$ cat src/ddi_pkg.sv
// Constants, field layout and carrier types for the descriptor intake.
// Assumes one system clock; every file of the block but the buffer storage imports this package.
package ddi_pkg;

	// ==========================================================
	// Port widths
	localparam int STD_W = 128;
	localparam int EXT_W = 256;
	localparam int LANE_W = 8;
	localparam int WORD_W = 32;

	// ==========================================================
	// Byte offsets of the descriptor fields
	localparam int OFF_SRC_LO = 32'h0;
	localparam int OFF_DST_LO = 32'h4;
	localparam int OFF_LEN = 32'h8;
	localparam int OFF_CTL_STD = 32'hc;
	localparam int OFF_SEQ = 32'hc;
	localparam int OFF_STRIDE = 32'h10;
	localparam int OFF_SRC_HI = 32'h14;
	localparam int OFF_DST_HI = 32'h18;
	localparam int OFF_CTL_EXT = 32'h1c;

	// ==========================================================
	// Field positions and sizes
	localparam int GO_BIT = 31;
	localparam int SEQ_W = 16;
	localparam int BURST_W = 8;
	localparam int LANE_RD_BURST = 2;
	localparam int LANE_WR_BURST = 3;
	localparam int STRIDE_W = 16;
	localparam int STRIDE_WR_LSB = 16;
	localparam logic [15:0] STRIDE_DEF = 16'h0001;

	// ==========================================================
	// Burst, step and buffer sizing
	localparam int BURST_PROG_MAX = 128;
	localparam int BURST_CAP_W = 11;
	localparam int DATA_BYTES = 4;
	localparam int STEP_W = 24;
	localparam int DEPTH = 8;
	localparam int PTR_W = 3;
	localparam int CNT_W = 4;
	localparam logic [PTR_W-1:0] PTR_ONE = 3'h1;
	localparam logic [CNT_W-1:0] CNT_ONE = 4'h1;
	localparam logic [CNT_W-1:0] CNT_FULL = 4'h8;

	// ==========================================================
	// Types
	typedef enum {MODE_MM2MM, MODE_MM2ST, MODE_ST2MM} ddi_mode_type;
	typedef enum {DS_IDLE, DS_LOAD} ddi_disp_type;

	typedef struct packed {
		logic [63:0] src;
		logic [63:0] dst;
		logic [31:0] length;
		logic [15:0] seq;
		logic [7:0] rd_burst;
		logic [7:0] wr_burst;
		logic [15:0] rd_stride;
		logic [15:0] wr_stride;
		logic [31:0] control;
	} ddi_desc_type;

	typedef struct packed {
		logic [63:0] addr;
		logic [31:0] length;
		logic [15:0] seq;
		logic [10:0] burst;
		logic [23:0] step;
		logic [31:0] control;
	} ddi_cmd_type;

endpackage

$ cat src/ddi_top.sv
// Descriptor intake: stages descriptor bytes, commits them into a
// buffer, and hands decoded commands to the read and write masters.
// Assumes a single clock; the writer holds a write while stalled.
//
// Summary of operation
// Port is 128 or 256 bits wide
// Standard: source, destination, length, control words
// Extended: sequence, bursts at 0xC, control 0x1C
// Every byte lane writable on its own
// Control MSB commits; writer sends control last
// Fields staged until a one hits bit 31
// Writer skips the address the mode lacks
// Unused address field is ignored
// Standard layout drops address bits above 32
// Upper address words only in extended layout
// Length gives bytes per descriptor
// Length caps bytes before end of packet
// Writer always programs length, max for unlimited
// Sequence number extended only, kept per master
// Burst counts extended only, one to 128
// Burst zero selects configured maximum
// Burst above 128 is limited
// Stride in words times master data bytes
// Stride one sequential, zero repeats, two skips
// Read stride low half, write high half
// Stall writes while the buffer is full
`timescale 1ns/1ps
module ddi_top #(
	parameter bit EXTENDED = 1'b1,
	parameter ddi_pkg::ddi_mode_type XFER_MODE = ddi_pkg::MODE_MM2MM,
	parameter int RD_MAX_BURST = 16,
	parameter int WR_MAX_BURST = 16,
	parameter bit RD_BURST_EN = 1'b1,
	parameter bit WR_BURST_EN = 1'b1,
	parameter bit RD_STRIDE_EN = 1'b1,
	parameter bit WR_STRIDE_EN = 1'b1,
	localparam int DW = EXTENDED ? ddi_pkg::EXT_W : ddi_pkg::STD_W,
	localparam int BW = DW / ddi_pkg::LANE_W
)(
	input wire logic clk,
	input wire logic reset_n,
	input wire logic clk_en,
	input wire logic desc_write,
	input wire logic [BW-1:0] desc_byteenable,
	input wire logic [DW-1:0] desc_writedata,
	output logic desc_waitrequest,
	output logic rd_cmd_valid,
	output ddi_pkg::ddi_cmd_type rd_cmd,
	input wire logic rd_cmd_ready,
	output logic wr_cmd_valid,
	output ddi_pkg::ddi_cmd_type wr_cmd,
	input wire logic wr_cmd_ready
);
	import ddi_pkg::*;

	// ==========================================================
	// Layout constants
	// Control word sits last in either layout
	localparam int CTL_OFF = EXTENDED ? OFF_CTL_EXT : OFF_CTL_STD;
	localparam int GO_POS = CTL_OFF * LANE_W + GO_BIT;
	localparam int GO_LANE = GO_POS / LANE_W;
	localparam bit NEED_RD = XFER_MODE != MODE_ST2MM;
	localparam bit NEED_WR = XFER_MODE != MODE_MM2ST;
	localparam int RD_BURST_POS = (OFF_SEQ + LANE_RD_BURST) * LANE_W;
	localparam int WR_BURST_POS = (OFF_SEQ + LANE_WR_BURST) * LANE_W;
	localparam int WR_STRIDE_POS = OFF_STRIDE * LANE_W + STRIDE_WR_LSB;

	logic [EXT_W-1:0] stage_q;
	logic [EXT_W-1:0] stage_d;
	logic accept;
	logic go_hit;
	logic push;
	logic pop;
	logic wait_q;
	logic wait_d;
	logic [PTR_W-1:0] wptr_q;
	logic [PTR_W-1:0] wptr_d;
	logic [PTR_W-1:0] rptr_q;
	logic [PTR_W-1:0] rptr_d;
	logic [CNT_W-1:0] cnt_q;
	logic [CNT_W-1:0] cnt_d;
	ddi_desc_type new_desc;
	ddi_desc_type mem_out;
	ddi_disp_type st_q;
	ddi_disp_type st_d;
	logic rd_v_q;
	logic rd_v_d;
	logic wr_v_q;
	logic wr_v_d;
	ddi_cmd_type rd_c_q;
	ddi_cmd_type rd_c_d;
	ddi_cmd_type wr_c_q;
	ddi_cmd_type wr_c_d;
	ddi_cmd_type rd_next;
	ddi_cmd_type wr_next;
	logic [BURST_CAP_W-1:0] rd_burst_eff;
	logic [BURST_CAP_W-1:0] wr_burst_eff;
	logic slots_free;

	// ==========================================================
	// Write acceptance
	// Everything stalls on a full buffer, so no commit is dropped
	assign accept = clk_en && desc_write && !wait_q;
	assign go_hit = desc_byteenable[GO_LANE] && desc_writedata[GO_POS];
	assign push = accept && go_hit;

	// ==========================================================
	// Staging of descriptor bytes
	// Each enabled lane lands on its own; others keep old bytes
	always_comb begin
		stage_d = stage_q;
		for (int i = 0; i < BW; i++) begin
			if (accept && desc_byteenable[i]) begin
				stage_d[i*LANE_W +: LANE_W] =
					desc_writedata[i*LANE_W +: LANE_W];
			end
		end
	end

	// Staged bytes persist after commit, so a writer may reuse them
	always_ff @(posedge clk or negedge reset_n) begin
		if (!reset_n) begin
			stage_q <= '0;
		end else if (clk_en) begin
			stage_q <= stage_d;
		end
	end

	// ==========================================================
	// Field decode of the merged descriptor
	// Decoding stage_d lets the committing write's own bytes count
	always_comb begin
		new_desc.src[WORD_W-1:0] =
			stage_d[OFF_SRC_LO*LANE_W +: WORD_W];
		new_desc.dst[WORD_W-1:0] =
			stage_d[OFF_DST_LO*LANE_W +: WORD_W];
		new_desc.length = stage_d[OFF_LEN*LANE_W +: WORD_W];
		new_desc.control = stage_d[CTL_OFF*LANE_W +: WORD_W];
		if (EXTENDED) begin
			new_desc.src[2*WORD_W-1:WORD_W] =
				stage_d[OFF_SRC_HI*LANE_W +: WORD_W];
			new_desc.dst[2*WORD_W-1:WORD_W] =
				stage_d[OFF_DST_HI*LANE_W +: WORD_W];
			new_desc.seq = stage_d[OFF_SEQ*LANE_W +: SEQ_W];
			new_desc.rd_burst = stage_d[RD_BURST_POS +: BURST_W];
			new_desc.wr_burst = stage_d[WR_BURST_POS +: BURST_W];
			new_desc.rd_stride =
				stage_d[OFF_STRIDE*LANE_W +: STRIDE_W];
			new_desc.wr_stride = stage_d[WR_STRIDE_POS +: STRIDE_W];
		end else begin
			// Upper words do not exist; wide addresses alias low
			new_desc.src[2*WORD_W-1:WORD_W] = '0;
			new_desc.dst[2*WORD_W-1:WORD_W] = '0;
			new_desc.seq = '0;
			new_desc.rd_burst = '0;
			new_desc.wr_burst = '0;
			new_desc.rd_stride = STRIDE_DEF;
			new_desc.wr_stride = STRIDE_DEF;
		end
	end

	// ==========================================================
	// Buffer pointers and occupancy
	always_comb begin
		wptr_d = wptr_q;
		rptr_d = rptr_q;
		cnt_d = cnt_q;
		if (push) begin
			wptr_d = wptr_q + PTR_ONE;
		end
		if (pop) begin
			rptr_d = rptr_q + PTR_ONE;
		end
		if (push && !pop) begin
			cnt_d = cnt_q + CNT_ONE;
		end else if (pop && !push) begin
			cnt_d = cnt_q - CNT_ONE;
		end
		// Stall is raised one cycle ahead so it can be a flop
		wait_d = cnt_d == CNT_FULL;
	end

	always_ff @(posedge clk or negedge reset_n) begin
		if (!reset_n) begin
			wptr_q <= '0;
			rptr_q <= '0;
			cnt_q <= '0;
			wait_q <= 1'b0;
		end else if (clk_en) begin
			wptr_q <= wptr_d;
			rptr_q <= rptr_d;
			cnt_q <= cnt_d;
			wait_q <= wait_d;
		end
	end

	assign desc_waitrequest = wait_q;

	// ==========================================================
	// Descriptor buffer
	ddi_mem #(
		.W($bits(ddi_desc_type)),
		.DEPTH(DEPTH),
		.AW(PTR_W)
	) u_mem (
		.clk(clk),
		.clk_en(clk_en),
		.we(push),
		.waddr(wptr_q),
		.wdata(new_desc),
		.re(pop),
		.raddr(rptr_q),
		.rdata(mem_out)
	);

	// ==========================================================
	// Burst limiters, one per master
	ddi_burst #(
		.MAX_BURST(RD_MAX_BURST),
		.PROG_EN(RD_BURST_EN)
	) u_rd_burst (
		.prog(mem_out.rd_burst),
		.eff(rd_burst_eff)
	);

	ddi_burst #(
		.MAX_BURST(WR_MAX_BURST),
		.PROG_EN(WR_BURST_EN)
	) u_wr_burst (
		.prog(mem_out.wr_burst),
		.eff(wr_burst_eff)
	);

	// ==========================================================
	// Command build for each master
	// Stride is in words; a disabled stride walks sequentially
	always_comb begin
		rd_next.addr = mem_out.src;
		rd_next.length = mem_out.length;
		rd_next.seq = mem_out.seq;
		rd_next.burst = rd_burst_eff;
		rd_next.control = mem_out.control;
		rd_next.step = RD_STRIDE_EN ?
			STEP_W'(mem_out.rd_stride) * STEP_W'(DATA_BYTES) :
			STEP_W'(DATA_BYTES);
		wr_next.addr = mem_out.dst;
		wr_next.length = mem_out.length;
		wr_next.seq = mem_out.seq;
		wr_next.burst = wr_burst_eff;
		wr_next.control = mem_out.control;
		wr_next.step = WR_STRIDE_EN ?
			STEP_W'(mem_out.wr_stride) * STEP_W'(DATA_BYTES) :
			STEP_W'(DATA_BYTES);
	end

	// ==========================================================
	// Dispatch to the masters
	// Both slots must drain before the next descriptor is fetched
	assign slots_free = (!NEED_RD || !rd_v_q || rd_cmd_ready) &&
		(!NEED_WR || !wr_v_q || wr_cmd_ready);
	assign pop = clk_en && st_q == DS_IDLE && cnt_q != '0 && slots_free;

	always_comb begin
		st_d = st_q;
		rd_v_d = rd_v_q;
		wr_v_d = wr_v_q;
		rd_c_d = rd_c_q;
		wr_c_d = wr_c_q;
		if (rd_v_q && rd_cmd_ready) begin
			rd_v_d = 1'b0;
		end
		if (wr_v_q && wr_cmd_ready) begin
			wr_v_d = 1'b0;
		end
		case (st_q)
			DS_IDLE: begin
				if (pop) begin
					st_d = DS_LOAD;
				end
			end
			DS_LOAD: begin
				st_d = DS_IDLE;
				// A master the mode lacks never sees its address
				if (NEED_RD) begin
					rd_v_d = 1'b1;
					rd_c_d = rd_next;
				end
				if (NEED_WR) begin
					wr_v_d = 1'b1;
					wr_c_d = wr_next;
				end
			end
			default: begin
				st_d = DS_IDLE;
			end
		endcase
	end

	always_ff @(posedge clk or negedge reset_n) begin
		if (!reset_n) begin
			st_q <= DS_IDLE;
			rd_v_q <= 1'b0;
			wr_v_q <= 1'b0;
			rd_c_q <= '0;
			wr_c_q <= '0;
		end else if (clk_en) begin
			st_q <= st_d;
			rd_v_q <= rd_v_d;
			wr_v_q <= wr_v_d;
			rd_c_q <= rd_c_d;
			wr_c_q <= wr_c_d;
		end
	end

	assign rd_cmd_valid = rd_v_q;
	assign rd_cmd = rd_c_q;
	assign wr_cmd_valid = wr_v_q;
	assign wr_cmd = wr_c_q;
endmodule

$ cat src/ddi_mem.sv
// Descriptor buffer storage: one write port, one registered read port.
// Assumes the caller never reads and writes the same empty slot at once.
`timescale 1ns/1ps
module ddi_mem #(
	parameter int W = 8,
	parameter int DEPTH = 8,
	parameter int AW = 3
)(
	input wire logic clk,
	input wire logic clk_en,
	input wire logic we,
	input wire logic [AW-1:0] waddr,
	input wire logic [W-1:0] wdata,
	input wire logic re,
	input wire logic [AW-1:0] raddr,
	output logic [W-1:0] rdata
);
	logic [W-1:0] mem_q [DEPTH];
	logic [W-1:0] rdata_q;

	// ==========================================================
	// Storage
	// No reset on the array: contents only matter once pushed
	always_ff @(posedge clk) begin
		if (clk_en && we) begin
			mem_q[waddr] <= wdata;
		end
		if (clk_en && re) begin
			rdata_q <= mem_q[raddr];
		end
	end

	assign rdata = rdata_q;

endmodule

$ cat src/ddi_burst.sv
// Per-master burst count limiter, purely combinational.
// Assumes MAX_BURST lies between 1 and 1024.
`timescale 1ns/1ps
module ddi_burst #(
	parameter int MAX_BURST = 16,
	parameter bit PROG_EN = 1'b1
)(
	input wire logic [ddi_pkg::BURST_W-1:0] prog,
	output logic [ddi_pkg::BURST_CAP_W-1:0] eff
);
	import ddi_pkg::*;

	localparam int CAP = MAX_BURST < BURST_PROG_MAX ?
		MAX_BURST : BURST_PROG_MAX;
	localparam logic [BURST_CAP_W-1:0] MAX_C = BURST_CAP_W'(MAX_BURST);
	localparam logic [BURST_CAP_W-1:0] CAP_C = BURST_CAP_W'(CAP);

	// ==========================================================
	// Limit
	// Zero or a disabled feature picks the instantiation maximum
	always_comb begin
		if (!PROG_EN || prog == '0) begin
			eff = MAX_C;
		end else if (BURST_CAP_W'(prog) > CAP_C) begin
			eff = CAP_C;
		end else begin
			eff = BURST_CAP_W'(prog);
		end
	end

endmodule

$ cat config.mk
export PLATFORM = sky130hd
export DESIGN_NAME = ddi_top
export DESIGN_NICKNAME = d
export VERILOG_FILES = /design/src/ddi_pkg.sv /design/src/ddi_top.sv /design/src/ddi_mem.sv /design/src/ddi_burst.sv
export SDC_FILE = /design/constraint.sdc
export NUM_CORES = 2
export LEC_CHECK = 0
export ABC_CLOCK_PERIOD_IN_PS = 35300
export BUFFER_PORTS_ARGS = -buffer_cell sky130_fd_sc_hd__buf_2
export CAP_MARGIN = 20
export CELL_PAD_IN_SITES_DETAIL_PLACEMENT = 1
export CELL_PAD_IN_SITES_GLOBAL_PLACEMENT = 1
export CORE_UTILIZATION = 45
export DETAILED_ROUTE_END_ITERATION = 8
export GPL_ROUTABILITY_DRIVEN = 0
export PLACE_DENSITY_LB_ADDON = 0.1
export SLEW_MARGIN = 10
export SYNTH_ARGS = -nofsm -noshare
export SYNTH_HDL_FRONTEND = slang
export SYNTH_SLANG_ARGS = --single-unit
$ cat constraint.sdc
create_clock -name clk -period 35.3 [get_ports clk]
set_input_delay 1.765 -clock clk [delete_from_list [all_inputs] [get_ports clk]]
set_output_delay 1.765 -clock clk [all_outputs]
set_load 0.01 [all_outputs]
**Word level (Yosys, flattened, before mapping)**

Memory sizes are Yosys's and may differ from the RTL's. A register that Yosys moved wholly into a read port is not among the register bits.
Index checks and enable logic that the tools add are counted.

- Word-level logic and storage cells: 139
- Output and inout bits: 361
- Register bits: 563
- Memories: 1
- Bits in writable memories: 2048

- Eq/ne operators: 3
- Order comparisons: 2
- Mux-type cells: 46
- Reduce and logical (&&, ||, !) cells: 66
- Add/sub/neg operators: 4

Memory list:

| name | depth | bits a word | rd ports | clocked after memory_dff | wr ports | line | source |
|---|---|---|---|---|---|---|---|
| u_mem.mem_q | 8 | 256 | 1 | 1 | 1 | ddi_mem.sv:18 | `logic [W-1:0] mem_q [DEPTH];` |

Operator list:

| cell | number |
|---|---|
| two-way mux 8 bit | 36 |
| zero test 32 bit | 2 |
| two-way mux 32 bit | 2 |
| logical AND 1 bit | 46 |
| equality test 32 x 1 -> 1 bit (second input constant) | 1 |
| greater-than comparator 8 x 5 -> 1 bit (second input constant) | 2 |
| zero test 8 bit | 2 |
| AND reduction 2 bit | 6 |
| two-way mux 4 bit | 2 |
| adder 3 x 1 -> 3 bit (second input constant) | 2 |
| two-way mux 1 bit | 6 |
| zero test 1 bit | 5 |
| adder 4 x 1 -> 4 bit (second input constant) | 1 |
| equality test 4 bit (second input constant) | 1 |
| nonzero test 2 bit | 2 |
| nonzero test 4 bit | 1 |
| subtractor 4 x 1 -> 4 bit (second input constant) | 1 |
| logical OR 1 bit | 2 |
| != test 2 bit (second input constant) | 1 |

**Depth between registers and ports, before layout**

- Depth in word-level cells: 8
- Depth in mapped cells: 8

**Cells and area by module**

Synthesis repeated with hierarchy kept, for this count alone.

- Cell total of the unflattened synthesis: 4816
- Area, all modules: 108396.5 um2

Modules (own cells, without submodules):

| module | area an instance (um2) | cells an instance | instances | seq. area each (um2) |
|---|---|---|---|---|
| ddi_mem | 84611.1 | 3228 | 1 | 69186.4 |
| ddi_top | 23595.1 | 1562 | 1 | 13312.8 |
| ddi_burst | 95.1 | 13 | 2 | 0.0 |

**Worst setup path before layout**

OpenSTA, ideal clock, no wires.

- Path type: input to register
- Start: input desc_write
- End: memory u_mem.mem_q[2][0] (netlist bit) (enable)
- Data required time: 33.713 ns
- Setup time: 1.587 ns
- Setup slack: 5.398 ns
- Arrival time: 28.314 ns
- Stages on the path: 5
- Path buffers: 2
- Cell sequence: and3b_1 > buf_6 > nand3_2 > buf_2 > nor4b_1

- Longest elaborated chain between the ends: 6

RTL lines:

| what | line | source |
|---|---|---|
| start: declaration | ddi_top.sv:43 | `input wire logic desc_write,` |
| logical AND 1 bit (2 in series) | ddi_top.sv:103 | `assign accept = clk_en && desc_write && !wait_q;` |
| logical AND 1 bit | ddi_top.sv:105 | `assign push = accept && go_hit;` |
| logical AND 1 bit | ddi_mem.sv:25 | `if (clk_en && we) begin` |
| two-way mux 1 bit | ddi_mem.sv:25 |  |
| two-way mux 1 bit (not written as such) | ddi_mem.sv:26 | `mem_q[waddr] <= wdata;` |
| end: declaration | ddi_mem.sv:18 |  |

No other way between the ends.

==> flow_metrics.env <==
export IMPL_utilization_pct=52.0
export IMPL_synth_area_um2=108000
export IMPL_p_comb_share_pct=24.0
export IMPL_clk_pin_slew_worst_paths_ns=0.06
export IMPL_design_core_area_um2=238000
export IMPL_vias=51371
export IMPL_via_per_inst=5.46
export IMPL_die_y_um=492
export IMPL_drive_gt1_share_pct=39.4
export IMPL_num_nets_final=6300
export IMPL_power_switching_share_pct=27.9
export IMPL_async_flop_share_pct=18.6
export IMPL_ctsResizeCount=0
export IMPL_rsz0062_at_grt="no"
export IMPL_yosysWarnings=0
export IMPL_slew_violations=0
export IMPL_path_class="flip-flop to flip-flop"
export IMPL_cts_sinks=2830
export IMPL_p_clk_share_pct=30.8
export IMPL_wirelength_mm=257
export IMPL_ctsHoldBuffers=0
export IMPL_clock_root_buffer="clkbuf_16"
export IMPL_dpl_hpwl_mm=141
export IMPL_slowest_stage="dfrtp_4"
export IMPL_ys_types=46
export IMPL_cts_tree="done"
export IMPL_violations="design-rule violations"
export IMPL_outcome="complete, but fails checks"
export IMPL_finClkSkew_ns=0.0457
export IMPL_relSlewSlack_pct=27.9
export IMPL_die_area_um2=242000
export IMPL_antenna_found_initial=18
export IMPL_ys_seq_area_share_pct=76.2
export IMPL_firstDrtPassIters=7
export IMPL_ys_seq_elements=2830
export IMPL_layout_commonest_cell="edfxtp_1"
export IMPL_max_cap_violations=0
export IMPL_min_period_over_period_pct=17.2
export IMPL_final_cell_mix="edfxtp_1, mux2_2, nand2_1"
export IMPL_start_util_pct=45.3
export IMPL_die_x_um=492
export IMPL_grt_max_degree=136
export IMPL_seqPwrFrac_pct=45.2
export IMPL_endpoint_kind="flip-flop"
export IMPL_grt_total_usage_pct=21.3
export IMPL_crit_chain="buf_4, buf_4, buf_4, buf_4, buf_4, mux4_2, mux2_2"
export IMPL_htree_levels=5
export IMPL_fill_cells=21282
export IMPL_setup_viol=0
export IMPL_ir_drop_v=0.0000543
export IMPL_cpPeakStageDelay_ns=0.92
export IMPL_grt_overflow=0
export IMPL_synth_edf_count=2304
export IMPL_wire_per_inst_um=27.3
export IMPL_numPortBuffers=632
export IMPL_regArea_um2=82400
export IMPL_cts_buffer_depth=4
export IMPL_rows=179
export IMPL_switching_power_mw=2.83
export IMPL_postCtsSetupBuffers=0
export IMPL_ant_nets=0
export IMPL_fin_crit_ns=6.09
export IMPL_hold_path_class="flip-flop to flip-flop"
export IMPL_multi_input_area_um2=23900
export IMPL_drc=94
export IMPL_postSynthAreaPerCell_um2=20.4
export IMPL_start_kind="flip-flop"
export IMPL_regToRegSetupSlack_ns=29.21
export IMPL_fmax_mhz=164
export IMPL_ys_flop_type="edfxtp_1"
export IMPL_leakagePower_nw=44.0
export IMPL_drtIter0Drc=3758
export IMPL_syn_to_final_growth_pct=14.7
export IMPL_grt_pass1_vias=55396
export IMPL_worstPathMaxFanout=44
export IMPL_grt_pass1_wl_mm=376
export IMPL_clk_latency_ns=0.94
export IMPL_cp_required_ns=35.96
export IMPL_cts_made_buffers=315
export IMPL_worst_ep_arrival_time_ns=6.75
export IMPL_ios=655
export IMPL_critPathMostFrequentCell="buf_4"
export IMPL_power_internal_mw=7.30
export IMPL_hold_violations=0
export IMPL_synthCells=5301
export IMPL_power_density_nw_per_um2=81.7
export IMPL_setup_tns_ns=0
export IMPL_worstMarginPinSlew_ns=1.08
-- worst paths after layout --
path	cells past startpoint	endpoint	startpoint
worst max-delay path	7	u_mem.rdata[114]	rptr_q[0]
worst min-delay path	2	wr_cmd[164]	u_mem.rdata[177]
worst max register to register	7	u_mem.rdata[114]	rptr_q[0]
worst min register to register	2	wr_cmd[164]	u_mem.rdata[177]
max in group asynchronous	4	stage_q[24]	reset_n
min in group asynchronous	1	wr_cmd[134]	reset_n
-- cell families after synthesis --
group / synth area share [%]
other cells: 0.00347
flops: 76.2
mux: 18.7
xor+xnor: 0.0568
buf+inv: 1.79
compound gates: 0.198
fa+ha+maj: 0.0463
simple gates: 3.00
-- metal layers --
layer  up-vias  wire [um]  GRT usage [%]  part of all wire (%)
li1      22078          -              -                     -
met1     27706     114000           29.9                    44
met2      1224     125000           34.7                    49
met3       351      12100           3.68                   4.7
met4        12       5480           5.42                   2.1
met5         -         67              0                 0.026
-- synthesized netlist by cell type (all sizes together), types with 2 or more instances --
master	count	area share, %
edfxtp	2304	64
nand2	768	2.7
mux2	767	8.0
dfrtp	526	12
mux4	512	11
buf	247	1.5
clkbuf	93	0.32
a22o	8	0.065
and2	7	0.041
and3	5	0.034
nor4	5	0.029
xnor2	5	0.041
a21o	4	0.028
ha	4	0.046
inv	4	0.014
nor2	4	0.014
or4	4	0.028
a21oi	3	0.014
nor3	3	0.014
nor3b	3	0.025
a311oi	2	0.016
a31oi	2	0.012
nand2b	2	0.012
nand4	2	0.012
nor4b	2	0.016
xor2	2	0.016
-- stage by stage --
step                      hold slack (ns)  setup WS [ns]  std cells  area [um2]  total power, mW
after floorplan                     0.415           5.40       5322      108000             6.37
final                               0.439          29.21       9412      124000             10.1
after CTS                           0.439          28.88       9406      124000             10.3
after detailed placement            0.428          28.87       8852      114000             7.13
after global routing                0.462          28.54       9409      124000             10.6
after global placement              0.422          28.92       8852      114000             7.07
-- area by class of cell --
class / instances / area share, %
antenna: 6 / 0.0121
tap: 3167 / 3.20
timing repair buffer: 703 / 3.15
sequential: 2830 / 66.5
clock buffer: 439 / 7.18
multi-input combinational: 2148 / 19.3
inverter: 4 / 0.0121
clock inverter: 115 / 0.716
-- power by group through the flow --
stage                     clock network (mW)  registers, mW  logic, mW
after floorplan                            0           4.64       1.74
after global placement                     0           4.63       2.43
after global routing                    3.31           4.63       2.64
final                                   3.12           4.58       2.43
after detailed placement                   0           4.65       2.48
after CTS                               3.20           4.59       2.49
-- flip-flops by register name (all words and copies together) (netlist names) --
name and cells:
cnt_q 4, desc_waitrequest 1, rd_cmd 88, rd_cmd_valid 1
rptr_q 3, st_q 1, stage_q 256, u_mem.mem_q 2048
u_mem.rdata 256, wptr_q 3, wr_cmd 168, wr_cmd_valid 1
-- critical path, delay by kind of cell (launching register included) --
kind                   cells  cell delay, ns
buffers and inverters      5            3.84
muxes                      2            0.89
DFF                        1            0.92
Power figures use the tool's default switching activity.
